==> config.mk <==
export PLATFORM = sky130hd
export DESIGN_NAME = mcr_main_clock
export DESIGN_NICKNAME = d
export VERILOG_FILES = /design/src/core/mcr_pkg.sv /design/src/core/mcr_div.sv /design/src/core/mcr_main_clock.sv
export SDC_FILE = /design/constraint.sdc
export NUM_CORES = 1
export LEC_CHECK = 0
export ABC_AREA = 1
export BUFFER_PORTS_ARGS = -buffer_cell sky130_fd_sc_hd__clkbuf_2
export CELL_PAD_IN_SITES_DETAIL_PLACEMENT = 1
export CELL_PAD_IN_SITES_GLOBAL_PLACEMENT = 1
export CORE_ASPECT_RATIO = 1.4
export CORE_UTILIZATION = 43
export CTS_BUF_LIST = sky130_fd_sc_hd__clkbuf_16
export DETAILED_ROUTE_END_ITERATION = 7
export PLACE_DENSITY = 0.84
export SLEW_MARGIN = 10
export SYNTH_ARGS = -nofsm -noshare
export SYNTH_HDL_FRONTEND = slang
export SYNTH_HIERARCHICAL = 1
export SYNTH_SLANG_ARGS = --single-unit
export TNS_END_PERCENT = 5
==> constraint.sdc <==
create_clock -name ref_clk -period 4.7 [get_ports ref_clk]
set_clock_uncertainty 0.15 [all_clocks]
set_input_delay 0 -clock ref_clk [delete_from_list [all_inputs] [get_ports ref_clk]]
set_output_delay 0 -clock ref_clk [all_outputs]
set_load 0.02 [all_outputs]
==> src/core/mcr_pkg.sv <==
// Package for the main clock unit: register map, field layout, timing constants
package mcr_pkg;

  // Register offsets
  localparam logic [7:0] MCR_OFS_CTRL_STATUS = 8'h2c;
  localparam logic [7:0] MCR_OFS_BEEP_CTRL   = 8'h2d;
  localparam logic [7:0] MCR_OFS_SOURCE      = 8'h40;

  // Reset values
  localparam logic [7:0] MCR_RST_CTRL_STATUS = 8'h00;
  localparam logic [7:0] MCR_RST_BEEP_CTRL   = 8'h00;
  localparam logic [7:0] MCR_RST_SOURCE      = 8'h00;

  // Control/status field positions
  localparam int MCR_CS_CLOCK_OUT_ON = 7;
  localparam int MCR_CS_CPU_DIV_HI   = 6;
  localparam int MCR_CS_CPU_DIV_LO   = 5;
  localparam int MCR_CS_SLOW_MODE    = 4;
  localparam int MCR_CS_TB_HI        = 3;
  localparam int MCR_CS_TB_LO        = 2;
  localparam int MCR_CS_OVF_IRQ_EN   = 1;
  localparam int MCR_CS_OVF_FLAG     = 0;

  // Beep control field positions
  localparam int MCR_BC_SAMPLE_STRETCH = 3;
  localparam int MCR_BC_ADC_IRQ_EN     = 2;
  localparam int MCR_BC_TONE_HI        = 1;
  localparam int MCR_BC_TONE_LO        = 0;

  // Clock source field positions
  localparam int MCR_SRC_PLL_ON = 3;
  localparam int MCR_SRC_PICK   = 1;

  // Time-base periods in oscillator-clock cycles
  localparam int MCR_TB_PERIOD_0 = 16000;
  localparam int MCR_TB_PERIOD_1 = 32000;
  localparam int MCR_TB_PERIOD_2 = 80000;
  localparam int MCR_TB_PERIOD_3 = 200000;
  localparam int MCR_TB_WIDTH    = 18;

  // Beeper tones, referred to the undivided oscillator clock
  localparam int MCR_OSC_HZ       = 8000000;
  localparam int MCR_TONE_HZ_1    = 2000;
  localparam int MCR_TONE_HZ_2    = 1000;
  localparam int MCR_TONE_HZ_3    = 500;
  localparam int MCR_TONE_HALF_1  = MCR_OSC_HZ / (2 * MCR_TONE_HZ_1);
  localparam int MCR_TONE_HALF_2  = MCR_OSC_HZ / (2 * MCR_TONE_HZ_2);
  localparam int MCR_TONE_HALF_3  = MCR_OSC_HZ / (2 * MCR_TONE_HZ_3);
  localparam int MCR_TONE_WIDTH   = 13;

  // Slow-mode divider counter width
  localparam int MCR_CPU_DIV_WIDTH = 4;

  // Register port request
  typedef struct packed {
    logic [7:0] addr;
    logic [7:0] wdata;
    logic       wr;
    logic       rd;
  } mcr_bus_req_t;

  // Power state of the unit
  typedef enum logic [2:0] {
    MCR_RUN         = 3'b001,
    MCR_ACTIVE_HALT = 3'b010,
    MCR_FULL_HALT   = 3'b100
  } mcr_power_t;

endpackage
==> src/core/mcr_div.sv <==
// Wrapping counter with registered terminal pulse
`timescale 1ns/10ps
module mcr_div #(
  parameter int WIDTH = 8
) (
  // Clock and reset
  input  wire logic             ref_clk,
  input  wire logic             resetn,
  // Control
  input  wire logic             run,
  input  wire logic [WIDTH-1:0] limit,
  // Status
  output logic [WIDTH-1:0]      count_q,
  output logic                  wrap_q
);

  logic at_end;

  // Compare as at-or-above so a lowered limit never runs the count off the top
  assign at_end = (count_q >= limit);

  always_ff @(posedge ref_clk or negedge resetn) begin
    if (!resetn) begin
      count_q <= '0;
    end else if (run) begin
      count_q <= at_end ? '0 : count_q + 1'b1;
    end
  end

  always_ff @(posedge ref_clk or negedge resetn) begin
    if (!resetn) begin
      wrap_q <= 1'b0;
    end else begin
      wrap_q <= run && at_end;
    end
  end

endmodule

==> src/core/mcr_main_clock.sv <==
// Main clock unit: source select, CPU prescaler, clock out, time base, beeper
`timescale 1ns/10ps

module mcr_main_clock
  import mcr_pkg::*;
#(
  parameter int TB_PERIOD_0 = mcr_pkg::MCR_TB_PERIOD_0,
  parameter int TB_PERIOD_1 = mcr_pkg::MCR_TB_PERIOD_1,
  parameter int TB_PERIOD_2 = mcr_pkg::MCR_TB_PERIOD_2,
  parameter int TB_PERIOD_3 = mcr_pkg::MCR_TB_PERIOD_3,
  parameter int TONE_HALF_1 = mcr_pkg::MCR_TONE_HALF_1,
  parameter int TONE_HALF_2 = mcr_pkg::MCR_TONE_HALF_2,
  parameter int TONE_HALF_3 = mcr_pkg::MCR_TONE_HALF_3
) (
  // Clock and reset
  input  wire logic                 ref_clk,
  input  wire logic                 resetn,
  // Register port
  input  wire mcr_pkg::mcr_bus_req_t bus_req,
  output logic [7:0]                rd_data_q,
  // CPU power control
  input  wire logic                 halt_req,
  input  wire logic                 wait_mode,
  input  wire logic                 cpu_irq_masked,
  input  wire logic                 halt_exit_irq,
  // Straps and programming session
  input  wire logic                 pll_option,
  input  wire logic                 in_circuit_programming_session,
  // Converter interrupt in
  input  wire logic                 adc_irq_raw,
  // Clock control outputs
  output logic                      backup_pll_on_q,
  output logic                      clock_detector_q,
  output logic                      clock_source_pick_q,
  output logic                      cpu_tick_q,
  // Clock-out pin
  output logic                      clk_out_q,
  output logic                      clk_out_oe_q,
  // Beep pin
  output logic                      beep_q,
  output logic                      beep_oe_q,
  // Interrupts and power state
  output logic                      overflow_irq_q,
  output logic                      wake_q,
  output logic                      active_halt_q,
  output logic                      full_halt_q,
  // Converter controls
  output logic                      adc_sample_stretch_q,
  output logic                      adc_irq_q
);

  import mcr_pkg::*;

  localparam logic [MCR_TB_WIDTH-1:0] TB_LIM_0 = MCR_TB_WIDTH'(TB_PERIOD_0 - 1);
  localparam logic [MCR_TB_WIDTH-1:0] TB_LIM_1 = MCR_TB_WIDTH'(TB_PERIOD_1 - 1);
  localparam logic [MCR_TB_WIDTH-1:0] TB_LIM_2 = MCR_TB_WIDTH'(TB_PERIOD_2 - 1);
  localparam logic [MCR_TB_WIDTH-1:0] TB_LIM_3 = MCR_TB_WIDTH'(TB_PERIOD_3 - 1);
  localparam logic [MCR_TONE_WIDTH-1:0] TONE_LIM_1 = MCR_TONE_WIDTH'(TONE_HALF_1 - 1);
  localparam logic [MCR_TONE_WIDTH-1:0] TONE_LIM_2 = MCR_TONE_WIDTH'(TONE_HALF_2 - 1);
  localparam logic [MCR_TONE_WIDTH-1:0] TONE_LIM_3 = MCR_TONE_WIDTH'(TONE_HALF_3 - 1);

  // Register fields
  logic       clock_out_on_q;
  logic [1:0] cpu_divider_code_q;
  logic       slow_mode_select_q;
  logic [1:0] time_base_code_q;
  logic       overflow_irq_enable_q;
  logic       overflow_flag_q;
  logic [1:0] tone_select_q;
  logic       adc_irq_enable_q;
  logic       sample_stretch_q;

  // Internal state
  mcr_power_t                  power_q;
  mcr_power_t                  power_d;
  logic [1:0]                  tb_active_q;
  logic [MCR_TB_WIDTH-1:0]     tb_limit;
  logic [MCR_TONE_WIDTH-1:0]   tone_limit;
  logic [MCR_CPU_DIV_WIDTH-1:0] cpu_limit;
  logic                        tb_wrap;
  logic                        tone_wrap;
  logic                        cpu_wrap;
  logic                        icc_seen_q;
  logic                        regs_open;
  logic                        wr_cs;
  logic                        wr_beep;
  logic                        wr_src;
  logic                        rd_cs;
  logic                        irq_cond;
  logic                        pll_on_d;
  logic                        pick_d;
  logic [7:0]                  rd_data_d;

  // Register writes only take effect while the CPU runs
  assign regs_open = (power_q == MCR_RUN);
  assign wr_cs     = bus_req.wr && regs_open && (bus_req.addr == MCR_OFS_CTRL_STATUS);
  assign wr_beep   = bus_req.wr && regs_open && (bus_req.addr == MCR_OFS_BEEP_CTRL);
  assign wr_src    = bus_req.wr && regs_open && (bus_req.addr == MCR_OFS_SOURCE);
  assign rd_cs     = bus_req.rd && (bus_req.addr == MCR_OFS_CTRL_STATUS);

  // Interrupt request condition
  assign irq_cond = overflow_flag_q && overflow_irq_enable_q && !cpu_irq_masked;

  // Control/status register fields
  always_ff @(posedge ref_clk or negedge resetn) begin
    if (!resetn) begin
      clock_out_on_q        <= MCR_RST_CTRL_STATUS[MCR_CS_CLOCK_OUT_ON];
      cpu_divider_code_q    <= MCR_RST_CTRL_STATUS[MCR_CS_CPU_DIV_HI:MCR_CS_CPU_DIV_LO];
      slow_mode_select_q    <= MCR_RST_CTRL_STATUS[MCR_CS_SLOW_MODE];
      time_base_code_q      <= MCR_RST_CTRL_STATUS[MCR_CS_TB_HI:MCR_CS_TB_LO];
      overflow_irq_enable_q <= MCR_RST_CTRL_STATUS[MCR_CS_OVF_IRQ_EN];
    end else if (wr_cs) begin
      clock_out_on_q        <= bus_req.wdata[MCR_CS_CLOCK_OUT_ON];
      cpu_divider_code_q    <= bus_req.wdata[MCR_CS_CPU_DIV_HI:MCR_CS_CPU_DIV_LO];
      slow_mode_select_q    <= bus_req.wdata[MCR_CS_SLOW_MODE];
      time_base_code_q      <= bus_req.wdata[MCR_CS_TB_HI:MCR_CS_TB_LO];
      overflow_irq_enable_q <= bus_req.wdata[MCR_CS_OVF_IRQ_EN];
    end
  end

  // Overflow flag: set at period end, cleared by a read, set wins
  always_ff @(posedge ref_clk or negedge resetn) begin
    if (!resetn) begin
      overflow_flag_q <= MCR_RST_CTRL_STATUS[MCR_CS_OVF_FLAG];
    end else if (tb_wrap) begin
      overflow_flag_q <= 1'b1;
    end else if (rd_cs) begin
      overflow_flag_q <= 1'b0;
    end
  end

  // Beep control register, upper bits never stored
  always_ff @(posedge ref_clk or negedge resetn) begin
    if (!resetn) begin
      sample_stretch_q <= MCR_RST_BEEP_CTRL[MCR_BC_SAMPLE_STRETCH];
      adc_irq_enable_q <= MCR_RST_BEEP_CTRL[MCR_BC_ADC_IRQ_EN];
      tone_select_q    <= MCR_RST_BEEP_CTRL[MCR_BC_TONE_HI:MCR_BC_TONE_LO];
    end else if (wr_beep) begin
      sample_stretch_q <= bus_req.wdata[MCR_BC_SAMPLE_STRETCH];
      adc_irq_enable_q <= bus_req.wdata[MCR_BC_ADC_IRQ_EN];
      tone_select_q    <= bus_req.wdata[MCR_BC_TONE_HI:MCR_BC_TONE_LO];
    end
  end

  // Clock source next values
  always_comb begin
    pll_on_d = backup_pll_on_q;
    pick_d   = clock_source_pick_q;
    if (wr_src) begin
      // PLL stays on while it is the picked source
      pll_on_d = bus_req.wdata[MCR_SRC_PLL_ON] || clock_source_pick_q;
      // PLL can only be picked when it ends up enabled
      pick_d   = bus_req.wdata[MCR_SRC_PICK] && pll_on_d;
    end
    if (in_circuit_programming_session && !icc_seen_q) begin
      pll_on_d = 1'b1;
      pick_d   = 1'b1;
    end
    if (pll_option) begin
      pll_on_d = 1'b1;
      pick_d   = 1'b1;
    end
  end

  // Clock source register
  always_ff @(posedge ref_clk or negedge resetn) begin
    if (!resetn) begin
      backup_pll_on_q     <= MCR_RST_SOURCE[MCR_SRC_PLL_ON];
      clock_detector_q    <= MCR_RST_SOURCE[MCR_SRC_PLL_ON];
      clock_source_pick_q <= MCR_RST_SOURCE[MCR_SRC_PICK];
    end else begin
      backup_pll_on_q     <= pll_on_d;
      clock_detector_q    <= pll_on_d;
      clock_source_pick_q <= pick_d;
    end
  end

  // Session start edge, so software may clear the pick later
  always_ff @(posedge ref_clk or negedge resetn) begin
    if (!resetn) begin
      icc_seen_q <= 1'b0;
    end else begin
      icc_seen_q <= in_circuit_programming_session;
    end
  end

  // Power state
  always_comb begin
    power_d = power_q;
    unique case (power_q)
      MCR_RUN: begin
        if (halt_req) begin
          power_d = overflow_irq_enable_q ? MCR_ACTIVE_HALT : MCR_FULL_HALT;
        end
      end
      MCR_ACTIVE_HALT: begin
        if (irq_cond || halt_exit_irq) begin
          power_d = MCR_RUN;
        end
      end
      MCR_FULL_HALT: begin
        if (halt_exit_irq) begin
          power_d = MCR_RUN;
        end
      end
      default: power_d = MCR_RUN;
    endcase
  end

  always_ff @(posedge ref_clk or negedge resetn) begin
    if (!resetn) begin
      power_q <= MCR_RUN;
    end else begin
      power_q <= power_d;
    end
  end

  always_ff @(posedge ref_clk or negedge resetn) begin
    if (!resetn) begin
      active_halt_q <= 1'b0;
      full_halt_q   <= 1'b0;
    end else begin
      active_halt_q <= (power_d == MCR_ACTIVE_HALT);
      full_halt_q   <= (power_d == MCR_FULL_HALT);
    end
  end

  // Wake-up request out of wait or halt
  always_ff @(posedge ref_clk or negedge resetn) begin
    if (!resetn) begin
      wake_q <= 1'b0;
    end else begin
      unique case (power_q)
        MCR_RUN:         wake_q <= wait_mode && irq_cond;
        MCR_ACTIVE_HALT: wake_q <= irq_cond || halt_exit_irq;
        MCR_FULL_HALT:   wake_q <= halt_exit_irq;
        default:         wake_q <= 1'b0;
      endcase
    end
  end

  // Time base: period taken from the code latched at each wrap
  always_ff @(posedge ref_clk or negedge resetn) begin
    if (!resetn) begin
      tb_active_q <= MCR_RST_CTRL_STATUS[MCR_CS_TB_HI:MCR_CS_TB_LO];
    end else if (tb_wrap) begin
      tb_active_q <= time_base_code_q;
    end
  end

  always_comb begin
    unique case (tb_active_q)
      2'h0: tb_limit = TB_LIM_0;
      2'h1: tb_limit = TB_LIM_1;
      2'h2: tb_limit = TB_LIM_2;
      2'h3: tb_limit = TB_LIM_3;
    endcase
  end

  // Counter runs in wait and active halt, frozen in full halt
  mcr_div #(.WIDTH(MCR_TB_WIDTH)) u_time_base (
    .ref_clk (ref_clk),
    .resetn  (resetn),
    .run     (power_q != MCR_FULL_HALT),
    .limit   (tb_limit),
    .count_q (),
    .wrap_q  (tb_wrap)
  );

  // Interrupt output
  always_ff @(posedge ref_clk or negedge resetn) begin
    if (!resetn) begin
      overflow_irq_q <= 1'b0;
    end else begin
      overflow_irq_q <= irq_cond;
    end
  end

  // CPU prescaler: divide by 2 to 16 in slow mode
  assign cpu_limit = MCR_CPU_DIV_WIDTH'((5'h02 << cpu_divider_code_q) - 5'h01);

  mcr_div #(.WIDTH(MCR_CPU_DIV_WIDTH)) u_cpu_div (
    .ref_clk (ref_clk),
    .resetn  (resetn),
    .run     (regs_open),
    .limit   (cpu_limit),
    .count_q (),
    .wrap_q  (cpu_wrap)
  );

  always_ff @(posedge ref_clk or negedge resetn) begin
    if (!resetn) begin
      cpu_tick_q <= 1'b0;
    end else if (!regs_open) begin
      cpu_tick_q <= 1'b0;
    end else begin
      cpu_tick_q <= slow_mode_select_q ? cpu_wrap : 1'b1;
    end
  end

  // Clock-out pin
  always_ff @(posedge ref_clk or negedge resetn) begin
    if (!resetn) begin
      clk_out_q    <= 1'b0;
      clk_out_oe_q <= 1'b0;
    end else begin
      clk_out_oe_q <= clock_out_on_q;
      if (clock_out_on_q && regs_open) begin
        clk_out_q <= !clk_out_q;
      end else begin
        clk_out_q <= 1'b0;
      end
    end
  end

  // Beeper half-period select
  always_comb begin
    unique case (tone_select_q)
      2'h1:    tone_limit = TONE_LIM_1;
      2'h2:    tone_limit = TONE_LIM_2;
      2'h3:    tone_limit = TONE_LIM_3;
      default: tone_limit = '0;
    endcase
  end

  mcr_div #(.WIDTH(MCR_TONE_WIDTH)) u_tone (
    .ref_clk (ref_clk),
    .resetn  (resetn),
    .run     ((tone_select_q != 2'h0) && (power_q != MCR_FULL_HALT)),
    .limit   (tone_limit),
    .count_q (),
    .wrap_q  (tone_wrap)
  );

  // Tone pin, half period per wrap for even duty
  always_ff @(posedge ref_clk or negedge resetn) begin
    if (!resetn) begin
      beep_q    <= 1'b0;
      beep_oe_q <= 1'b0;
    end else begin
      beep_oe_q <= (tone_select_q != 2'h0);
      if (tone_select_q == 2'h0) begin
        beep_q <= 1'b0;
      end else if (tone_wrap) begin
        beep_q <= !beep_q;
      end
    end
  end

  // Converter controls
  always_ff @(posedge ref_clk or negedge resetn) begin
    if (!resetn) begin
      adc_sample_stretch_q <= 1'b0;
      adc_irq_q            <= 1'b0;
    end else begin
      adc_sample_stretch_q <= sample_stretch_q;
      adc_irq_q            <= adc_irq_raw && adc_irq_enable_q;
    end
  end

  // Read mux, unmapped reads return zero
  always_comb begin
    rd_data_d = 8'h00;
    unique case (bus_req.addr)
      MCR_OFS_CTRL_STATUS: rd_data_d = {clock_out_on_q, cpu_divider_code_q, slow_mode_select_q,
                                        time_base_code_q, overflow_irq_enable_q,
                                        overflow_flag_q};
      MCR_OFS_BEEP_CTRL:   rd_data_d = {4'h0, sample_stretch_q, adc_irq_enable_q,
                                        tone_select_q};
      MCR_OFS_SOURCE:      rd_data_d = {4'h0, backup_pll_on_q, 1'b0, clock_source_pick_q, 1'b0};
      default:             rd_data_d = 8'h00;
    endcase
  end

  always_ff @(posedge ref_clk or negedge resetn) begin
    if (!resetn) begin
      rd_data_q <= 8'h00;
    end else if (bus_req.rd) begin
      rd_data_q <= rd_data_d;
    end else begin
      rd_data_q <= 8'h00;
    end
  end

endmodule

==> results.yml <==
critical_path:
  worstSetupPathType: "flip-flop to flip-flop"
  crit_required_ns: 4.77
  regToRegSetupSlack_ns: 2.02
  rr_startpoint: "power_q[0]"
  arrival_ns: 2.75
  rr_endpoint: "wake_q"
  endpoint_kind: "flip-flop"
  cp-start-kind: "flip-flop"
  cp_max_fo: 18
  worstRegToRegCells: 7
floorplan:
  ios: 49
  die_width_um: 92.7
  core.rowCount: 46
  core-area_mm2: 0.0113
  dieArea_mm2: 0.0120
  start_util_pct: 43.9
  die_h_um: 129
synthesis:
  synth.largest_area_cell: "dfrtp_1"
  ys_seq_area_share_pct: 39.0
  synthTopCellsByArea: "dfrtp_1 (38%), nand2_1 (11%), ha_1 (11%)"
  ys_warn_count: 6
  synthDistinctLibCells: 44
  syn_inst: 627
  synth_area_per_cell_um2: 7.89
  synth_top_area_share_pct: 38.4
  synth_area_mm2: 0.00495
  ys_seq_elements: 77
sta:
  setup_slack_ns: 2.02
  timing.final.crit_share_pct: 57.0
  period_minus_slack_ns: 2.68
  worst_pin_slew_ns: 1.01
  drv_slew: 0
  tns_ns: 0
  max_freq_mhz: 374
  setup_viol: 0
  rsz0062_at_grt: "no"
  final_hold_viol_count: 0
  relSlewSlack_pct: 32.6
placed_design:
  dpl_worst_slack_ns: 2.18
  port_buffers: 48
  gp_congestion: 0.819
  dp_hpwl_um: 9650
job:
  drv_cap: 0
finish:
  antenna_cells: 0
  nets: 786
  drive_gt1_share_pct: 16.9
  num-fill-cells: 1427
  final-seq-area_mm2: 0.00193
  multiInputGateArea_mm2: 0.00252
  mostFrequentLayoutCells: "nand2_1 (147), inv_1 (108), dfrtp_1 (76), nor2_1 (50), clkbuf_2 (47)"
  layout_commonest_cell: "nand2_1"
  area_growth_pct: 20.5
clock_tree:
  cts_setup_buffers: 0
  clkTransAtPathRegs_ns: 0.06
  cts-resized-gates: 0
  cts_hold_buf: 32
  numClockSinks: 77
  numCtsBuffers: 9
  cts_tree: "built"
  clk_latency_ns: 0.34
  clock_path_buffers: 2
  root_buffer: "clkbuf_16"
  htree_levels: 3
global_route:
  grt_pass1_wl_um: 24400
  grt_pass1_vias: 5090
  gr-total-overflow: 0
  grt_max_degree: 78
  groute.usage.overall_pct: 26.5
  antenna_found_initial: 0
routing:
  wl_per_cell_um: 16.7
  wl_um: 14500
  avgViaCountPerCell: 5.20
  drc_errors: 0
  drt_iter0_markers: 165
  drtPass1Iterations: 4
  final_antenna_net_count: 0
  vias: 4501
power_and_ir_drop:
  total_power_mw: 2.19
  leakagePower_nw: 3.14
  irDropWorstVdd_mv: 0.253
  p_per_area_mw_per_mm2: 367
min_path:
  hp-start: "bus_req[11]"
  timing.hold.worst.class: "input pin to flip-flop"
  min_path_cells: 6
  min_to: "time_base_code_q[1]"
outcome:
  status: "completed"
flip-flops by register name (all words and copies together) (netlist names), 2 cells and up:
signal,count
cpu_divider_code_q,2
power_q,3
rd_data_q,8
tb_active_q,2
time_base_code_q,2
tone_select_q,2
u_cpu_div/count_q,4
u_time_base/count_q,18
u_tone/count_q,13
worst max-delay path, stage by stage, from the launching register on:
cell and delay (ns):
dfstp_2 0.56, inv_1 0.08, nand3_1 0.55, buf_4 0.38, o21ai_0 0.11, nand2_1 0.11, nand2_1 0.07, dlygate4sd3_1 0.55
worst max-delay path by stage:
stage	start	to	slack [ns]
6_report	power_q[0]	wake_q	2.02
5_1_grt	tone_select_q[0]	u_tone/count_q[0]	1.84
4_1_cts	power_q[0]	wake_q	2.03
3_5_place_dp	tone_select_q[0]	u_tone/count_q[0]	2.18
3_3_place_gp	tone_select_q[0]	u_tone/count_q[0]	2.35
2_1_floorplan	tone_select_q[0]	u_tone/count_q[11]	2.58
per-stage QoR:
stage / hold WS (ns) / instance area [um^2] / std cells / utilization, %
global placement: -0.0198 / 5330 / 817 / 47.2
finish: 0.0579 / 5960 / 865 / 52.9
floorplan: -0.446 / 4980 / 634 / -
CTS: 0.0252 / 5960 / 865 / 52.9
global route: 0.0821 / 5960 / 865 / 52.9
detailed placement: -0.0194 / 5330 / 817 / 47.2
layer usage:
layer  share of wire, %  global-route usage, %  vias up
li1                   -                      -     2141
met5                  0                      0        -
met4                3.1                   12.0        0
met3                2.5                   4.14       37
met2                 57                   51.9       90
met1                 37                   27.2     2233
cell type report:
class | instances | area share (%)
multi-input cells | 430 | 42.3
repair buffers | 82 | 9.69
clock inverters | 7 | 1.51
flip-flops and latches | 77 | 32.3
well taps | 144 | 3.02
inverters | 116 | 7.36
clock buffers | 9 | 3.78
report_power, final:
part	switching (mW)	internal [mW]
Clock	0.289	0.463
Sequential	0.0875	0.743
Combinational	0.405	0.200
logic make-up after synthesis:
logic type / Yosys count / synth area share (%)
AO/OA/AOI/OAI: 73 / 8.75
XOR/XNOR: 19 / 3.36
adder cells (fa/ha/maj): 43 / 10.9
buffers and inverters: 127 / 10.7
flip-flops: 77 / 39.0
multiplexers: 1 / 0.202
other: 2 / 0.152
AND/OR/NAND/NOR: 285 / 27.0
cells in the mapped netlist, drive strengths merged:
library cell	count
o21ai	16
clkinv	1
or2	2
clkbuf	4
inv	115
conb	2
nand4	10
o22ai	4
nand2	155
dfrtp	76
mux2i	1
dfstp	1
a31oi	2
o211ai	1
nand3b	1
nor2	64
nor3	7
xor2	13
buf	7
xnor2	6
a21oi	48
ha	43
and3	1
nand3	45
a21o	2
Power figures use the tool's default switching activity.
